[config.mk]
export PLATFORM = sky130hd
export DESIGN_NAME = fwls_core
export DESIGN_NICKNAME = d
export VERILOG_FILES = /design/src/fwls_pkg.sv /design/src/fwls_core.sv /design/src/fwls_pin_sync.sv
export SDC_FILE = /design/constraint.sdc
export NUM_CORES = 1
export LEC_CHECK = 0
export ABC_AREA = 0
export BUFFER_PORTS_ARGS = -buffer_cell sky130_fd_sc_hd__buf_2
export CAP_MARGIN = 0
export CORE_ASPECT_RATIO = 1.75
export CORE_UTILIZATION = 45
export DETAILED_ROUTE_END_ITERATION = 10
export GPL_TIMING_DRIVEN = 0
export PLACE_DENSITY_LB_ADDON = 0.3
export SLEW_MARGIN = 5
export SYNTH_ARGS = -nofsm -noshare
export SYNTH_HDL_FRONTEND = slang
export SYNTH_SLANG_ARGS = --single-unit
[constraint.sdc]
create_clock -name clk_sys_in -period 3.7 [get_ports clk_sys_in]
set_input_delay 0.74 -clock clk_sys_in [delete_from_list [all_inputs] [get_ports clk_sys_in]]
set_output_delay 0.74 -clock clk_sys_in [all_outputs]
set_load 0.01 [all_outputs]
[src/fwls_pkg.sv]
package fwls_pkg;

  // Instruction codes handled by the front-end
  localparam logic [7:0] OP_WRITE_ENABLE = 8'h06;
  localparam logic [7:0] OP_VOL_ENABLE   = 8'h50;
  localparam logic [7:0] OP_WRITE_DIS    = 8'h04;
  localparam logic [7:0] OP_READ_SR1     = 8'h05;
  localparam logic [7:0] OP_READ_SR2     = 8'h35;
  localparam logic [7:0] OP_READ_SR3     = 8'h15;
  localparam logic [7:0] OP_WRITE_SR1    = 8'h01;
  localparam logic [7:0] OP_WRITE_SR2    = 8'h31;
  localparam logic [7:0] OP_WRITE_SR3    = 8'h11;
  localparam logic [7:0] OP_DTR_FAST     = 8'h0D;
  localparam logic [7:0] OP_DTR_DUAL     = 8'hBD;
  localparam logic [7:0] OP_DTR_QUAD     = 8'hED;
  localparam logic [7:0] OP_DTR_WRAP     = 8'h0E;
  localparam logic [7:0] OP_PAGE_PROG    = 8'h02;
  localparam logic [7:0] OP_QUAD_PROG    = 8'h32;
  localparam logic [7:0] OP_SET_PARAM    = 8'hC0;

  // Lane width codes: bits per transfer unit is 1 << code
  localparam logic [1:0] W_SINGLE = 2'h0;
  localparam logic [1:0] W_DUAL   = 2'h1;
  localparam logic [1:0] W_QUAD   = 2'h2;

  // Phase lengths in bits and clocks
  localparam logic [5:0] ADDR_BITS       = 6'h18;
  localparam logic [5:0] BYTE_BITS       = 6'h08;
  localparam logic [5:0] OPC_UNITS_SPI   = 6'h08;
  localparam logic [5:0] OPC_UNITS_QPI   = 6'h02;
  localparam logic [5:0] DUMMY_SPI_SD    = 6'h06;
  localparam logic [5:0] DUMMY_SPI_QUAD  = 6'h08;
  localparam logic [5:0] DUMMY_QPI_BASE  = 6'h02;
  localparam int         PARAM_DUMMY_LSB = 4;
  localparam int         PARAM_WRAP_LSB  = 0;
  localparam logic [23:0] WRAP_BASE      = 24'h000008;

  // Reset values
  localparam logic [7:0] PARAM_RESET = 8'h00;

  // Security register address fields
  localparam logic [7:0] SEC_HIGH_BYTE = 8'h00;
  localparam logic [7:0] SEC_MID_1     = 8'h10;
  localparam logic [7:0] SEC_MID_2     = 8'h20;
  localparam logic [7:0] SEC_MID_3     = 8'h30;

  // Output enables, low while driving
  localparam logic [3:0] OE_OFF    = 4'hF;
  localparam logic [3:0] OE_SINGLE = 4'hD;
  localparam logic [3:0] OE_DUAL   = 4'hC;
  localparam logic [3:0] OE_QUAD   = 4'h0;

  // Frame phases
  typedef enum logic [2:0] {
    S_OPC   = 3'h0,
    S_ADDR  = 3'h1,
    S_DUMMY = 3'h2,
    S_RD    = 3'h3,
    S_SR    = 3'h4,
    S_WIN   = 3'h5,
    S_SKIP  = 3'h6
  } fwls_state_t;

endpackage : fwls_pkg

[src/fwls_core.sv]
`timescale 1ns/10ps
// What this block does
// RULE_01: Write-enable opcode in a complete frame sets the write latch flag.
// RULE_02: Host sets the latch before any program, erase or status write.
// RULE_03: Host frames write enable: select low, opcode on rising clocks, select high.
// RULE_04: Volatile enable leaves the latch alone, only arms the next status write.
// RULE_05: Host sends volatile enable immediately before the status write.
// RULE_06: Write-disable opcode in a complete frame clears the write latch flag.
// RULE_07: Latch clears at reset and when a program, erase or status write completes.
// RULE_08: Opcodes 05h, 35h, 15h read status registers one, two, three.
// RULE_09: Sample on rising clock edges, drive status on falling edges, MSB first.
// RULE_10: Status reads are accepted at any time, busy or not.
// RULE_11: Status byte repeats every eight-bit slot until select rises.
// RULE_12: Page program byte index wraps at 256 within the page.
// RULE_13: Single-lane double-rate reads: 8-clock opcode, address on both edges.
// RULE_14: Double-rate single and dual use six dummy clocks, quad uses eight.
// RULE_15: Quad-command double-rate reads: 2-clock opcode, one clock per address byte.
// RULE_16: Dual transfers: lane one carries odd bits, lane zero even, high pair first.
// RULE_17: Quad transfers: high nibble first, lane n carries bit n+4 then n.
// RULE_18: Quad-command opcode on four lanes over two clocks, high nibble first.
// RULE_19: Quad-command read dummy count follows the parameter byte upper half.
// RULE_20: Wrapped read length follows the parameter byte lower bits.
// RULE_21: Host sends an all-ones upper nibble in identifier mode bytes.
// RULE_22: Security registers sit at 00h high byte, 10h/20h/30h middle byte.
// RULE_23: A volatile status update never raises the busy flag.
// RULE_24: Quad-command dummy count is two clocks after reset.
// RULE_25: A frame ended before a full opcode is dropped, latch unchanged.
module fwls_core
  import fwls_pkg::*;
(
  // Clock, reset, enable
  input  wire logic        clk_sys_in,
  input  wire logic        rst_in,
  input  wire logic        ce_in,
  // Serial pins
  input  wire logic        cs_n_in,
  input  wire logic        sck_in,
  input  wire logic [3:0]  lane_in,
  output logic      [3:0]  lane_out,
  output logic      [3:0]  lane_oe_n_out,
  // Mode and status sources
  input  wire logic        quad_command_mode_in,
  input  wire logic        busy_in,
  input  wire logic [5:0]  sr1_upper_in,
  input  wire logic [7:0]  sr2_in,
  input  wire logic [7:0]  sr3_in,
  input  wire logic        op_done_in,
  input  wire logic        soft_reset_in,
  // Array read port
  output logic             read_req_out,
  output logic      [23:0] read_addr_out,
  input  wire logic [7:0]  read_data_in,
  // Program data port
  output logic             prog_valid_out,
  output logic      [23:0] prog_addr_out,
  output logic      [7:0]  prog_data_out,
  output logic      [1:0]  sec_reg_sel_out,
  // Status write port and flags
  output logic             sr_write_out,
  output logic             sr_write_volatile_out,
  output logic      [1:0]  sr_write_sel_out,
  output logic      [7:0]  sr_write_data_out,
  output logic             write_latch_flag_out,
  output logic      [7:0]  read_parameter_byte_out
);

  typedef struct packed {
    fwls_state_t state;
    logic        cs_prev;
    logic        sck_prev;
    logic [7:0]  opc;
    logic        opc_done;
    logic [23:0] sh;
    logic [5:0]  cnt;
    logic [5:0]  goal;
    logic        dtr;
    logic [1:0]  wid;
    logic [1:0]  dwid;
    logic        write_latch_flag;
    logic        vol_arm;
    logic [7:0]  param;
    logic [23:0] addr;
    logic [7:0]  obyte;
    logic [7:0]  pidx;
    logic        byte_done;
    logic [3:0]  lane_o;
    logic [3:0]  oe_n;
    logic        rd_req;
    logic        pp_valid;
    logic [7:0]  pp_data;
    logic [23:0] pp_addr;
    logic        sr_wr;
    logic        sr_vol;
    logic [1:0]  sr_sel;
    logic [7:0]  sr_data;
    logic [1:0]  sec_sel;
  } fwls_core_t;

  fwls_core_t st_ff;
  fwls_core_t nxt_st;
  logic [5:0] pin_sync;
  logic       cs_s;
  logic       sck_s;
  logic [3:0] lanes_s;

  // All pins cross into the system clock before any logic looks at them
  fwls_pin_sync #(.WIDTH(6), .RESET_VAL(6'h20)) u_pin_sync (
    .clk_sys_in (clk_sys_in),
    .rst_in     (rst_in),
    .ce_in      (ce_in),
    .async_in   ({cs_n_in, sck_in, lane_in}),
    .sync_out   (pin_sync)
  );
  assign cs_s    = pin_sync[5];
  assign sck_s   = pin_sync[4];
  assign lanes_s = pin_sync[3:0];

  // Shift one transfer unit in, highest bits first
  function automatic logic [23:0] shift_in(input logic [23:0] sh, input logic [3:0] l,
                                           input logic [1:0] w);
    unique case (w)
      W_SINGLE: shift_in = {sh[22:0], l[0]};
      W_DUAL:   shift_in = {sh[21:0], l[1:0]}; // RULE_16
      default:  shift_in = {sh[19:0], l};      // RULE_17 RULE_18
    endcase
  endfunction : shift_in

  // Pick transfer unit idx of a byte, highest first
  function automatic logic [3:0] get_unit(input logic [7:0] b, input logic [5:0] idx,
                                          input logic [1:0] w);
    logic [7:0] t;
    t = b << (idx[2:0] << w);
    unique case (w)
      W_SINGLE: get_unit = {2'h0, t[7], 1'h0}; // Single output leaves on lane one
      W_DUAL:   get_unit = {2'h0, t[7:6]};
      default:  get_unit = t[7:4];
    endcase
  endfunction : get_unit

  function automatic logic [3:0] oe_of(input logic [1:0] w);
    unique case (w)
      W_SINGLE: oe_of = OE_SINGLE;
      W_DUAL:   oe_of = OE_DUAL;
      default:  oe_of = OE_QUAD;
    endcase
  endfunction : oe_of

  // Next read address; wrapped reads stay inside an aligned window
  function automatic logic [23:0] next_addr(input logic [23:0] a, input logic wrap,
                                            input logic [7:0] p);
    logic [23:0] m;
    m = (WRAP_BASE << p[PARAM_WRAP_LSB +: 2]) - 24'h000001;
    if (wrap) begin
      next_addr = (a & ~m) | ((a + 24'h000001) & m); // RULE_20
    end else begin
      next_addr = a + 24'h000001;
    end
  endfunction : next_addr

  function automatic logic [1:0] sec_decode(input logic [23:0] a);
    sec_decode = 2'h0;
    if (a[23:16] == SEC_HIGH_BYTE) begin
      if (a[15:8] == SEC_MID_1) sec_decode = 2'h1; // RULE_22
      if (a[15:8] == SEC_MID_2) sec_decode = 2'h2;
      if (a[15:8] == SEC_MID_3) sec_decode = 2'h3;
    end
  endfunction : sec_decode

  function automatic logic [5:0] qpi_dummy(input logic [7:0] p);
    qpi_dummy = DUMMY_QPI_BASE + {3'h0, p[PARAM_DUMMY_LSB +: 2], 1'h0}; // RULE_19
  endfunction : qpi_dummy

  // Busy comes only from the engines, so a volatile refresh reads as idle
  logic [7:0] sr1_live;
  assign sr1_live = {sr1_upper_in, st_ff.write_latch_flag, busy_in}; // RULE_23

  function automatic logic [7:0] sr_pick(input logic [7:0] op, input logic [7:0] s1,
                                         input logic [7:0] s2, input logic [7:0] s3);
    sr_pick = (op == OP_READ_SR2) ? s2 : ((op == OP_READ_SR3) ? s3 : s1);
  endfunction : sr_pick

  logic       rise;
  logic       fall;
  logic       cs_rise;
  logic       step;
  logic       wel_set;
  logic       wel_clr;
  logic [23:0] sh_n;
  logic [7:0]  byte_n;

  assign rise    = sck_s & ~st_ff.sck_prev;
  assign fall    = ~sck_s & st_ff.sck_prev;
  assign cs_rise = cs_s & ~st_ff.cs_prev;
  assign step    = st_ff.dtr ? (rise | fall) : rise;
  assign sh_n    = shift_in(st_ff.sh, lanes_s, st_ff.wid);

  // Frame sequencer; latch, volatile-arm and status-write effects are deferred to the select edge
  always_comb begin
    nxt_st          = st_ff;
    nxt_st.cs_prev  = cs_s;
    nxt_st.sck_prev = sck_s;
    nxt_st.rd_req   = 1'h0;
    nxt_st.pp_valid = 1'h0;
    nxt_st.sr_wr    = 1'h0;
    wel_set         = 1'h0;
    wel_clr         = op_done_in | soft_reset_in; // RULE_07
    byte_n          = sh_n[7:0];
    if (cs_s) begin
      // Partial opcodes never reach this point with opc_done set
      if (cs_rise && st_ff.opc_done) begin // RULE_25 RULE_03
        nxt_st.vol_arm = (st_ff.opc == OP_VOL_ENABLE); // RULE_04 RULE_05
        unique case (st_ff.opc)
          OP_WRITE_ENABLE: wel_set = 1'h1; // RULE_01
          OP_WRITE_DIS:    wel_clr = 1'h1; // RULE_06
          OP_WRITE_SR1, OP_WRITE_SR2, OP_WRITE_SR3: begin
            if (st_ff.byte_done && (st_ff.vol_arm || st_ff.write_latch_flag)) begin
              nxt_st.sr_wr  = 1'h1;
              nxt_st.sr_vol = st_ff.vol_arm;
              nxt_st.sr_sel = (st_ff.opc == OP_WRITE_SR1) ? 2'h1 :
                              ((st_ff.opc == OP_WRITE_SR2) ? 2'h2 : 2'h3);
            end
          end
          default: ;
        endcase
      end
      nxt_st.state     = S_OPC;
      nxt_st.cnt       = '0;
      nxt_st.sh        = '0;
      nxt_st.opc_done  = 1'h0;
      nxt_st.byte_done = 1'h0;
      nxt_st.dtr       = 1'h0;
      nxt_st.pidx      = '0;
      nxt_st.wid       = quad_command_mode_in ? W_QUAD : W_SINGLE; // RULE_18
      nxt_st.oe_n      = OE_OFF;
      nxt_st.lane_o    = '0;
    end else begin
      unique case (st_ff.state)
        S_OPC: begin
          if (rise) begin // RULE_09
            nxt_st.sh  = sh_n;
            nxt_st.cnt = st_ff.cnt + 6'h01;
            if (st_ff.cnt + 6'h01 == (quad_command_mode_in ? OPC_UNITS_QPI : OPC_UNITS_SPI)) begin
              nxt_st.opc      = byte_n;
              nxt_st.opc_done = 1'h1;
              nxt_st.cnt      = '0;
              nxt_st.sh       = '0;
              nxt_st.state    = S_SKIP;
              nxt_st.goal     = ADDR_BITS >> st_ff.wid;
              nxt_st.dwid     = st_ff.wid;
              if (quad_command_mode_in) begin
                unique case (byte_n)
                  OP_DTR_WRAP, OP_DTR_FAST, OP_DTR_QUAD: begin // RULE_15
                    nxt_st.state = S_ADDR;
                    nxt_st.dtr   = 1'h1;
                  end
                  OP_PAGE_PROG: nxt_st.state = S_ADDR;
                  default: ;
                endcase
              end else begin
                unique case (byte_n)
                  OP_DTR_FAST, OP_DTR_DUAL, OP_DTR_QUAD: begin // RULE_13
                    nxt_st.state = S_ADDR;
                    nxt_st.dtr   = 1'h1;
                    nxt_st.wid   = (byte_n == OP_DTR_FAST) ? W_SINGLE :
                                   ((byte_n == OP_DTR_DUAL) ? W_DUAL : W_QUAD);
                    nxt_st.dwid  = nxt_st.wid;
                    nxt_st.goal  = ADDR_BITS >> nxt_st.wid;
                  end
                  OP_PAGE_PROG: nxt_st.state = S_ADDR;
                  OP_QUAD_PROG: begin
                    nxt_st.state = S_ADDR;
                    nxt_st.dwid  = W_QUAD;
                  end
                  default: ;
                endcase
              end
              unique case (byte_n)
                OP_READ_SR1, OP_READ_SR2, OP_READ_SR3: nxt_st.state = S_SR; // RULE_08 RULE_10
                OP_WRITE_SR1, OP_WRITE_SR2, OP_WRITE_SR3, OP_SET_PARAM: begin
                  nxt_st.state = S_WIN;
                  nxt_st.goal  = BYTE_BITS >> st_ff.wid;
                end
                default: ;
              endcase
            end
          end
        end
        S_ADDR: begin
          if (step && (rise || st_ff.cnt != 6'h00)) begin // RULE_13 Opcode clock's fall skipped
            nxt_st.sh  = sh_n;
            nxt_st.cnt = st_ff.cnt + 6'h01;
            if (st_ff.cnt + 6'h01 == st_ff.goal) begin
              nxt_st.addr    = sh_n;
              nxt_st.sec_sel = sec_decode(sh_n);
              nxt_st.cnt     = '0;
              nxt_st.wid     = st_ff.dwid;
              if (st_ff.dtr) begin
                nxt_st.state = S_DUMMY;
                nxt_st.goal  = quad_command_mode_in ? qpi_dummy(st_ff.param) :
                               ((st_ff.opc == OP_DTR_QUAD) ? DUMMY_SPI_QUAD : DUMMY_SPI_SD); // RULE_14
              end else begin
                nxt_st.state = S_WIN;
                nxt_st.goal  = BYTE_BITS >> st_ff.dwid;
              end
            end
          end
        end
        S_DUMMY: begin
          if (rise) begin
            nxt_st.cnt = st_ff.cnt + 6'h01;
            if (st_ff.cnt + 6'h01 == st_ff.goal) begin // RULE_14
              nxt_st.state  = S_RD;
              nxt_st.cnt    = '0;
              nxt_st.rd_req = 1'h1;
            end
          end
        end
        S_RD: begin
          // Array byte is taken at the first edge of each slot
          if (rise | fall) begin
            if (st_ff.cnt == 6'h00) begin
              nxt_st.obyte  = read_data_in;
              nxt_st.addr   = next_addr(st_ff.addr, st_ff.opc == OP_DTR_WRAP, st_ff.param);
              nxt_st.rd_req = 1'h1;
              nxt_st.lane_o = get_unit(read_data_in, 6'h00, st_ff.wid); // RULE_17
            end else begin
              nxt_st.lane_o = get_unit(st_ff.obyte, st_ff.cnt, st_ff.wid);
            end
            nxt_st.oe_n = oe_of(st_ff.wid);
            nxt_st.cnt  = (st_ff.cnt + 6'h01 == (BYTE_BITS >> st_ff.wid)) ? 6'h00 :
                          st_ff.cnt + 6'h01;
          end
        end
        S_SR: begin
          // Reloaded each slot so a busy poll sees the engines finish
          if (fall) begin // RULE_09 RULE_11
            if (st_ff.cnt == 6'h00) begin
              nxt_st.obyte  = sr_pick(st_ff.opc, sr1_live, sr2_in, sr3_in);
              nxt_st.lane_o = get_unit(nxt_st.obyte, 6'h00, st_ff.wid);
            end else begin
              nxt_st.lane_o = get_unit(st_ff.obyte, st_ff.cnt, st_ff.wid);
            end
            nxt_st.oe_n = oe_of(st_ff.wid);
            nxt_st.cnt  = (st_ff.cnt + 6'h01 == (BYTE_BITS >> st_ff.wid)) ? 6'h00 :
                          st_ff.cnt + 6'h01;
          end
        end
        S_WIN: begin
          if (rise) begin
            nxt_st.sh  = sh_n;
            nxt_st.cnt = st_ff.cnt + 6'h01;
            if (st_ff.cnt + 6'h01 == st_ff.goal) begin
              nxt_st.cnt = '0;
              if (st_ff.opc == OP_SET_PARAM) begin
                nxt_st.param = byte_n;
              end else if (st_ff.opc == OP_PAGE_PROG || st_ff.opc == OP_QUAD_PROG) begin
                nxt_st.pp_valid = st_ff.write_latch_flag;
                nxt_st.pp_data  = byte_n;
                nxt_st.pp_addr  = {st_ff.addr[23:8], st_ff.addr[7:0] + st_ff.pidx};
                nxt_st.pidx     = st_ff.pidx + 8'h01; // RULE_12
              end else if (!st_ff.byte_done) begin
                nxt_st.sr_data   = byte_n;
                nxt_st.byte_done = 1'h1;
              end
            end
          end
        end
        S_SKIP: ;
        default: nxt_st.state = S_SKIP;
      endcase
    end
    // A set arriving with an automatic clear wins
    if (wel_clr) nxt_st.write_latch_flag = 1'h0;
    if (wel_set) nxt_st.write_latch_flag = 1'h1; // RULE_01
    if (soft_reset_in) begin
      nxt_st.param   = PARAM_RESET; // RULE_24
      nxt_st.vol_arm = 1'h0;
    end
  end

  // Single state register; enable low freezes everything
  always_ff @(posedge clk_sys_in) begin
    if (rst_in) begin
      st_ff       <= '0;
      st_ff.state <= S_OPC;
      st_ff.cs_prev <= 1'h1;
      st_ff.oe_n  <= OE_OFF;
      st_ff.param <= PARAM_RESET; // RULE_24
    end else if (ce_in) begin
      st_ff <= nxt_st;
    end
  end

  assign lane_out                = st_ff.lane_o;
  assign lane_oe_n_out           = st_ff.oe_n;
  assign read_req_out            = st_ff.rd_req;
  assign read_addr_out           = st_ff.addr;
  assign prog_valid_out          = st_ff.pp_valid;
  assign prog_addr_out           = st_ff.pp_addr;
  assign prog_data_out           = st_ff.pp_data;
  assign sec_reg_sel_out         = st_ff.sec_sel;
  assign sr_write_out            = st_ff.sr_wr;
  assign sr_write_volatile_out   = st_ff.sr_vol;
  assign sr_write_sel_out        = st_ff.sr_sel;
  assign sr_write_data_out       = st_ff.sr_data;
  assign write_latch_flag_out    = st_ff.write_latch_flag;
  assign read_parameter_byte_out = st_ff.param;

  chk_wel_set: assert property (@(posedge clk_sys_in) disable iff (rst_in) // RULE_01
    ce_in && cs_rise && st_ff.opc_done && st_ff.opc == OP_WRITE_ENABLE |=> st_ff.write_latch_flag)
    else $error("write enable did not set latch");
  chk_wel_disable: assert property (@(posedge clk_sys_in) disable iff (rst_in) // RULE_06
    ce_in && cs_rise && st_ff.opc_done && st_ff.opc == OP_WRITE_DIS |=> !st_ff.write_latch_flag)
    else $error("write disable did not clear latch");
  chk_vol_keeps_wel: assert property (@(posedge clk_sys_in) disable iff (rst_in) // RULE_04
    ce_in && cs_rise && st_ff.opc_done && st_ff.opc == OP_VOL_ENABLE &&
    !op_done_in && !soft_reset_in |=> st_ff.write_latch_flag == $past(st_ff.write_latch_flag) && st_ff.vol_arm)
    else $error("volatile enable disturbed latch");
  chk_auto_clear: assert property (@(posedge clk_sys_in) disable iff (rst_in) // RULE_07
    ce_in && op_done_in && !wel_set |=> !st_ff.write_latch_flag)
    else $error("latch not cleared on completion");
  chk_partial_drop: assert property (@(posedge clk_sys_in) disable iff (rst_in) // RULE_25
    ce_in && cs_rise && !st_ff.opc_done && !op_done_in && !soft_reset_in
    |=> $stable(st_ff.write_latch_flag) && !st_ff.sr_wr)
    else $error("partial opcode had an effect");
  chk_status_msb: assert property (@(posedge clk_sys_in) disable iff (rst_in) // RULE_09
    ce_in && !cs_s && st_ff.state == S_SR && fall && st_ff.cnt == 6'h01 && st_ff.wid == W_SINGLE
    |=> lane_out[1] == $past(st_ff.obyte[6]) && lane_oe_n_out == OE_SINGLE)
    else $error("status bit order wrong");
  chk_dummy_count: assert property (@(posedge clk_sys_in) disable iff (rst_in) // RULE_14
    ce_in && !cs_s && st_ff.state == S_DUMMY && rise && st_ff.cnt + 6'h01 == st_ff.goal
    |=> st_ff.state == S_RD && read_req_out)
    else $error("dummy phase end wrong");
  chk_param_default: assert property (@(posedge clk_sys_in) disable iff (rst_in) // RULE_24
    ce_in && soft_reset_in |=> qpi_dummy(st_ff.param) == DUMMY_QPI_BASE)
    else $error("dummy default not two clocks");
  chk_prog_wrap: assert property (@(posedge clk_sys_in) disable iff (rst_in) // RULE_12
    prog_valid_out |-> prog_addr_out[23:8] == st_ff.addr[23:8])
    else $error("program address left its page");
  chk_idle_release: assert property (@(posedge clk_sys_in) disable iff (rst_in) // RULE_11
    ce_in && cs_s |=> lane_oe_n_out == OE_OFF && st_ff.state == S_OPC)
    else $error("lanes driven while deselected");

endmodule : fwls_core

[src/fwls_pin_sync.sv]
`timescale 1ns/10ps
module fwls_pin_sync #(
  parameter int              WIDTH     = 1,
  parameter logic [WIDTH-1:0] RESET_VAL = '0
) (
  // Clock, reset, enable
  input  wire logic             clk_sys_in,
  input  wire logic             rst_in,
  input  wire logic             ce_in,
  // Pin side and synchronised side
  input  wire logic [WIDTH-1:0] async_in,
  output logic      [WIDTH-1:0] sync_out
);

  typedef struct packed {
    logic [WIDTH-1:0] meta;
    logic [WIDTH-1:0] sync;
  } fwls_sync_t;

  fwls_sync_t st_ff;
  fwls_sync_t nxt_st;

  // Two stages; only the second stage reads the first
  always_comb begin
    nxt_st      = st_ff;
    nxt_st.meta = async_in;
    nxt_st.sync = st_ff.meta;
  end

  // Enable freezes the chain with the rest of the block
  always_ff @(posedge clk_sys_in) begin
    if (rst_in) begin
      st_ff <= {RESET_VAL, RESET_VAL};
    end else if (ce_in) begin
      st_ff <= nxt_st;
    end
  end

  assign sync_out = st_ff.sync;

endmodule : fwls_pin_sync

### Word level (Yosys, flattened, before mapping)

Cells that the tools add are included.

* multiply operators: 0
* muxes and demuxes: 112
* equal/unequal tests: 63
* bitwise gates (word level): 16
* divide/modulo/power cells: 0
* add/sub/neg operators: 6
* shifts and indexed selects: 10
* magnitude comparators: 0
* reduce and logical (&&, ||, !) cells: 60

Operators by type and width (number)
* 33-bit 2-to-1 mux: 5
* 24-bit case mux with 2 select lines: 2
* 42-bit 2-to-1 mux: 2
* 8-bit 2-to-1 mux: 10
* 24-bit 2-to-1 mux: 3
* 24-bit case mux with 3 select lines: 1
* 8-bit by 6-bit equality test with 1-bit output, second input constant: 8
* 32-bit 2-to-1 mux: 2
* 9-bit 2-to-1 mux: 7
* 24-bit AND: 2
* 6-bit 2-to-1 mux: 8
* 8-bit by 5-bit equality test with 1-bit output, second input constant: 5
* 8-bit equality test, second input constant: 5
* 4-bit 2-to-1 mux: 10
* 40-bit 2-to-1 mux: 1
* 3-bit 2-to-1 mux: 12
* 36-bit 2-to-1 mux: 1
* 6-bit case mux with 6 select lines: 1
* 34-bit 2-to-1 mux: 1
* 4-bit case mux with 2 select lines: 4
* 8-bit case mux with 2 select lines: 2
* 8-bit AND reduction: 4
* 2-bit nonzero test: 16
* 31-bit 2-to-1 mux: 1
* other kinds (61): 154

* output and inout port bits: 89
* ROM bits: 0
* register bits after elaboration: 173
* latch bits: 0
* memories kept: 0
* memory bits (writable): 0
* logic and storage cells: 298
* input bits: 43

### Depth between registers and ports, before layout

Gate-level depths: netlist of run 1.

* depth in word-level cells: 13
* gate-level depth with buffers: 15

### Cells and area by module

From an unflattened synthesis of run 1, not the netlist that was laid out.

* cell total of the unflattened synthesis: 1322
* area, all modules: 10490.1 µm²

By module, submodules not included
* fwls_core: area an instance 10047.1 µm², cells each 1283, instances 1
* fwls_pin_sync: area an instance 442.9 µm², cells each 39, instances 1

### Worst setup path after synthesis of run 1

No wires, ideal clock.

* kind: flip-flop to flip-flop
* start point: register st_ff[109] in the netlist's numbering
* end point: register st_ff[109] in the netlist's numbering
* library setup time: 74 ps
* stages on the path, launching flop included: 14
* required time: 3626 ps
* clock period less this slack: 3404 ps
* arrival: 3329 ps
* path buffers: 4
* slack: 296 ps
* path through: dfxtp_1 > clkbuf_1 > inv_1 > ha_1 > clkbuf_1 > clkbuf_1 > nor2_1 > a21o_1 > buf_2 > nand4_1 > a21oi_1 > mux2i_1 > or4_1 > a31oi_1

* longest elaborated chain between the ends: 11
* elaborated cells on any way between the ends: 17

Ends and longest elaborated chain
* start: declaration: line fwls_core.sv:99 `fwls_core_t st_ff;`
* start signal: assignment: line fwls_core.sv:390 `st_ff <= nxt_st;`
* 2-bit by 1-bit equality test with 1-bit output or 2-bit zero test (tied branches): line fwls_core.sv:121 `unique case (w)`
* 24-bit case mux with 2 select lines (*): line fwls_core.sv:121
* 8-bit equality test: line fwls_core.sv:260, fwls_core.sv:265
* 2-bit 2-to-1 mux: line fwls_core.sv:265 `((byte_n == OP_DTR_DUAL) ? W_DUAL : W_QUAD);`
* 2-bit 2-to-1 mux: line fwls_core.sv:264 `nxt_st.wid = (byte_n == OP_DTR_FAST) ? W_SINGLE :`
* 9-bit 2-to-1 mux: line fwls_core.sv:260 `unique case (byte_n)`
* 4-bit 2-to-1 mux: line fwls_core.sv:250 `if (quad_command_mode_in) begin`
* 42-bit 2-to-1 mux: line fwls_core.sv:242 `if (st_ff.cnt + 6'h01 == (quad_command_mode_in ? OPC_UNITS_QPI : OPC_UNITS_SPI)) begin`
* 42-bit 2-to-1 mux: line fwls_core.sv:239 `if (rise) begin`
* 2-bit case mux with 2 select lines: line fwls_core.sv:237 `unique case (st_ff.state)`
* 3-bit 2-to-1 mux: line fwls_core.sv:208 `if (cs_s) begin`

Mark *: on every way between the ends. The rest lies on a longest branch, timed or not. The select of a mux whose other input is x is not followed.
A chain may end at the register's enable or synchronous reset.

### Worst setup path after layout of run 1

* start point: register st_ff[109] in the netlist's numbering
* end point: register st_ff[159] in the netlist's numbering

* longest elaborated chain between the ends: 11
* elaborated cells on any way between the ends: 28

Ends and longest elaborated chain
* 2-bit by 1-bit equality test with 1-bit output or 2-bit zero test (tied branches): line fwls_core.sv:121
* 24-bit case mux with 2 select lines (*): line fwls_core.sv:121
* 8-bit by 4-bit equality test with 1-bit output, or another cell as far along: line fwls_core.sv:251, fwls_core.sv:260
* 5-bit OR reduction (no line) or 4-bit OR reduction (tied branches)
* 3-bit 2-to-1 mux (on tied branches): line fwls_core.sv:260, fwls_core.sv:251
* 3-bit 2-to-1 mux: line fwls_core.sv:250
* 3-bit case mux with 2 select lines (*): line fwls_core.sv:277 `unique case (byte_n)`
* 3-bit 2-to-1 mux (*): line fwls_core.sv:242
* 3-bit 2-to-1 mux (*): line fwls_core.sv:239
* 3-bit case mux with 4 select lines (*): line fwls_core.sv:237
* 3-bit 2-to-1 mux (*): line fwls_core.sv:208

Marks and branches as above.

==> results of run 1 <==
per-layer routing:
layer / track usage / part of all wire / vias up
met5: 0 / 0 / -
met4: 0.264 / 0.088 / 0
met3: 0.0535 / 0.061 / 171
met2: 0.573 / 0.51 / 549
met1: 0.306 / 0.34 / 5189
li1: - / - / 5218
registers in the layout, summed over array words and instances (netlist names), 4 cells and up:
name and flops:
lane_out 4, prog_addr_out 24, prog_data_out 8, read_addr_out 24
read_parameter_byte_out 8, sr_write_data_out 8, st_ff 71, u_pin_sync.nxt_st 6
u_pin_sync.sync_out 6
logic make-up (layout without fill, tap and decap cells):
logic type / after synthesis / in the layout / synth area share
and+or+nand+nor: 528 / 528 / 0.244
AOI/OAI and AO/OA: 388 / 388 / 0.237
buffers and inverters: 212 / 380 / 0.111
DFF: 171 / 171 / 0.323
muxes: 46 / 46 / 0.0454
adders and majority gates: 23 / 23 / 0.0278
xor gates and xnor gates: 15 / 15 / 0.0124
worst max-delay path, cell delays in order (launching register included):
cell	delay (ps)
dfxtp_1	390
clkbuf_4	230
inv_1	110
ha_1	200
clkbuf_1	180
a22o_1	300
or2_2	430
or4_1	540
a2111o_2	540
buf_4	180
a41o_1	240
o21ai_0	150
placed cells by master, fill, tap and decap left out, types with 17 or more instances in the layout:
master,n
nor3_1,26
inv_1,38
ha_1,22
nand2_1,181
mux2i_1,38
buf_4,91
clkbuf_16,17
clkbuf_1,65
nor2_1,118
a211oi_1,25
a22o_1,22
o21ai_0,64
nand3_1,44
dfxtp_1,169
a21oi_1,123
a22oi_1,38
nand4_1,21
a31oi_1,21
buf_2,138
final cells by class:
cell class | instances | area (um^2)
Sequential cell | 171 | 3430
Timing Repair Buffer | 138 | 708
Fill cell | 2308 | 10900
Clock inverter | 15 | 173
Clock buffer | 17 | 425
Inverter | 38 | 143
Tap cell | 304 | 380
Buffer | 172 | 1040
Multi-Input combinational cell | 1000 | 6090
how the worst min path moves through the flow:
stage                                        start                        endpoint  slack [ps]  cells after the start
floorplan                 lane_out[2]$_SDFFE_PP0P_        lane_out[2]$_SDFFE_PP0P_         420                      2
global placement     lane_oe_n_out[1]$_SDFFE_PP1P_   lane_oe_n_out[1]$_SDFFE_PP1P_         430                      2
detailed placement  prog_addr_out[15]$_SDFFE_PP0P_  prog_addr_out[15]$_SDFFE_PP0P_         440                      2
CTS                 prog_addr_out[15]$_SDFFE_PP0P_  prog_addr_out[15]$_SDFFE_PP0P_         450                      2
global route         prog_addr_out[6]$_SDFFE_PP0P_   prog_addr_out[6]$_SDFFE_PP0P_         470                      2
finish              prog_addr_out[17]$_SDFFE_PP0P_  prog_addr_out[17]$_SDFFE_PP0P_         450                      2
through the flow:
stage           util  power (mW)  worst slack [ps]  instance area, um^2
3_3_place_gp   0.501        2.09              -485                11600
5_1_grt        0.533        4.03             -24.6                12400
3_5_place_dp   0.501        2.10              -528                11600
2_1_floorplan      -        2.00               296                10600
6_report       0.533        3.93               120                12400
4_1_cts        0.530        3.93              27.3                12300
power by group:
group	total [mW]	internal, mW	switching [mW]
Clock	1.87	0.968	0.904
Combinational	0.208	0.0582	0.150
Sequential	1.85	1.85	0.00840
Total	3.93	2.87	1.06
what timing repair did:
action / CTS / global route
pin swaps: 3 / 4
resized for setup: 14 / 14
buffers inserted: 2 / 5
endpoints found under the setup margin: 98 / 69
hold buffers: 0 / 0
cloned: 0 / 0
==> metrics.txt, run 1 <==
critical path class reg2reg; clk buf depth 2; f_max between 200 and 300 MHz; htree depth 4; Main synth FF type dfxtp_1; CTS tree done; first-pass GRT wire length between 50000 and 60000 um; r2r worst-path depth 11; Syn Area/Cell around 7.7 um^2; minimum clock period between 3000 and 4000 ps; number of synthesized flops with an enable pin 0; synthesized cell area 0.0106 mm^2; DP Cell Count 1818; core area 0.0232 mm^2; Final Slew Violations 0; WL final 38100 um; Hold Path Class reg2reg; pin count of the biggest net entering global routing 19; #FFs+latches synth 171; Routed Antenna Nets 0; post-layout net count 1604; PortBufs 130; grt total ovfl 0; Clock Tree Root clkbuf_16; share of layout cells above drive strength 1 0.211; post-synth top area share 0.323; drt via density 6.00; Final Instance Count excl. Fillers 1855; final hold slack 451 ps; largest cells by area after synthesis dfxtp_1, nand2_1, buf_4; GRT Overall Usage 0.313; Mapped Nets 1449; Area Growth Syn to Fin 16.7%; Syn. warnings 0; die width 118 um; clock tree sinks 171; outcome finished clean; CP max FO 9; initial antenna violation count 0; R2R setup slack about 120 ps; Syn Inst Count 1383; Worst EP arrival 3960 ps; post-synthesis async set-or-reset flop share 0; CTS clock-pin slew for the worst setup and hold paths around 80 ps; routed wire length per instance just over 20 um; Slew headroom 0.177; Worst Skew 12.7 ps; DR vias around 11000; DR iter-0 viols roughly 1100; distinct cell type count after synthesis 80; die height 205 um; detailed placer's ending HPWL between 20000 and 30000 um; most frequent cell after synthesis nand2_1; Max Cap Viol 0; DRC viols 0; Starting Density 0.457; n_diodes 0; RR Endpoint st_ff[159]$_SDFFE_PP0P_; Critical R2R Launch st_ff[109]$_SDFFE_PP0P_; die area roughly 0.024 mm^2; CP Capture Point st_ff[159]$_SDFFE_PP0P_; DRT Pass-1 Iters 6; Crit path required time 4080 ps; Seq/Total Area, Yosys 0.323; period utilization 0.967; worst slew pin tran ~1200 ps; most frequent cells after synthesis nand2_1, dfxtp_1, a21oi_1; Fin Setup TNS 0 ps; # setup viols final 0; Worst setup startpoint st_ff[109]$_SDFFE_PP0P_; gpl congestion approximately 1; Final Hold Viols 0; CTS buffer count 17; LEAKAGE 4.97 nW; Ports 132; std cell rows 74; critical path capture point type register; dominant cell type by area after synthesis dfxtp_1; Max IR drop VDD 286 uV; startpoint class of the critical path register; vias in the first global route slightly above 10000; PD cells 318 mW/mm^2; worst skew pair latency 460 ps
Note: power is estimated with default switching activity, not from simulation.
==> run 2, diff against run 1 <==
Settings changed: CORE_ASPECT_RATIO 1.75 to not set, RECOVER_POWER set to 50, SLEW_MARGIN 5 to 30.
==> metrics.txt, run 2 (synthesis gave the netlist of run 1 again) <==
std cell rows 55; Hold Buf Count CTS 0; htree depth 4; Most flops, register st_ff; PortBufs 130; LEAKAGE 4.64 nW; grt total ovfl 0; minimum clock period 3550 ps; Crit path required time 4070 ps; Routed Antenna Nets 0; vias in the first global route slightly below 10000; gpl congestion between 0.9 and 1; clock tree sinks 171; Final Hold Viols 0; Final Cell Area 0.0123 mm^2; Critical R2R Launch st_ff[110]$_SDFFE_PP0P_; Crit path largest cell delay 660 ps; max FFs per register 71; Worst Skew 12.0 ps; routed wire length per instance 19.3 um; Worst setup startpoint st_ff[110]$_SDFFE_PP0P_; clk buf depth 2; die height 156 um; CP max-delay cell or4b_2; detailed placer's ending HPWL 27200 um; Area Growth Syn to Fin 15.7%; DRT Pass-1 Iters 9; DR iter-0 viols 1176; critical path class reg2reg; CTS clock-pin slew for the worst setup and hold paths 70 ps; core area roughly 0.023 mm^2; CTS buffer count 17; commonest non-fill, non-tap cell in the layout nand2_1; RSZ-0062 raised after global routing no; startpoint class of the critical path register; drt via density 5.93; n_diodes 0; GRT Overall Usage 0.296; hold_sp prog_addr_out[17]$_SDFFE_PP0P_; critical path capture point type register; Starting Density 0.463; Core Util, Final 0.536; DRC viols 3; commonest non-fill, non-tap cells in the layout nand2_1, dfxtp_1, clkbuf_1; DR vias approximately 11000; first-pass GRT wire length 55500 um; post-layout net count 1602; # setup viols final 0; worst slew pin tran around 1300 ps; total power draw 3.85 mW; outcome finished, violations left; CP delay by family, top simple AND/OR/NAND/NOR gates; f_max 282 MHz; Worst EP arrival 3920 ps; pin count of the biggest net entering global routing 17; Max Cap Viol 0; Max IR drop VDD 282 uV; Ports around 130; final hold slack ~450 ps; die area 0.0242 mm^2; initial antenna violation count 1; DP Cell Count 1828; Final Instance Count excl. Fillers 1862; Hold Path Class reg2reg; CTS tree done; Clock Tree Root clkbuf_16; WL final 36000 um; most frequent CP cell clkbuf_2; PD cells 314 mW/mm^2; Final Slew Violations 0; worst skew pair latency 450 ps; CP Buf/Inv Count 4; period utilization 0.959; failing checks design-rule violations; area post-placement 0.0117 mm^2; CP cell instances clkbuf_2, inv_1, ha_1, clkbuf_2, clkbuf_1, a22oi_1, nand2_1, or4b_2, nor4_1, nand4_1, a21oi_1; Slew headroom 0.132; share of layout cells above drive strength 1 0.172; die width 156 um; CP max FO 10
-- run 2: changes by cell type in the layout (fill, tap and decap cells not counted), sizes merged --
cell      delta
clkinv       -3
buf         -95
inv          -5
clkbuf      +97
clkinvlp     +4
-- run 2: path summary, 6_finish.rpt --
kind,endpoint,slack [ps],depth (start not counted)
setup / recovery,sec_reg_sel_out[0]$_SDFFE_PP0P_,150,11
hold / removal,prog_addr_out[17]$_SDFFE_PP0P_,450,2
setup reg to reg,sec_reg_sel_out[0]$_SDFFE_PP0P_,150,11
hold reg to reg,prog_addr_out[17]$_SDFFE_PP0P_,450,2
-- run 2: layer usage --
metal  share of wire  routed length (um)  global-route usage
met3           0.090                3250              0.0439
met5               0                   0                   0
met4           0.031                1110               0.112
met1            0.45               16300               0.422
met2            0.43               15300               0.451
-- run 2: stage by stage --
step	setup WS, ps	setup TNS [ps]
after CTS	25.1	0
final	153	0
after floorplan	296	0
after global placement	-576	-4610
after detailed placement	-656	-7410
after global routing	15.6	0
-- run 2: worst min-delay path: cells and delay by family, from the launching register on --
| family | cells | cell delay (ps) |
|---|---|---|
| flip-flops | 1 | 310 |
| AND/OR/NAND/NOR | 1 | 50 |
| AO/OA/AOI/OAI | 1 | 50 |
-- run 2: timing repair --
action	in CTS	in global routing
buffers inserted	3	2
pin swaps	2	2
endpoints found under the setup margin	70	68
gates resized for setup	9	26
-- run 2: area by class of cell --
class	instances	area, um^2
clock inverter	11	109
fill	2289	10600
tap	313	392
sequential	171	3420
timing repair buffer	137	617
clock buffer	21	460
buffer	171	1030
multi-input combinational	1000	6100
inverter	38	143
-- run 2: power breakdown --
group / switching (mW) / internal, mW
Sequential: 0.00590 / 1.85
Clock: 0.825 / 0.971
Combinational: 0.145 / 0.0600
Total: 0.976 / 2.88
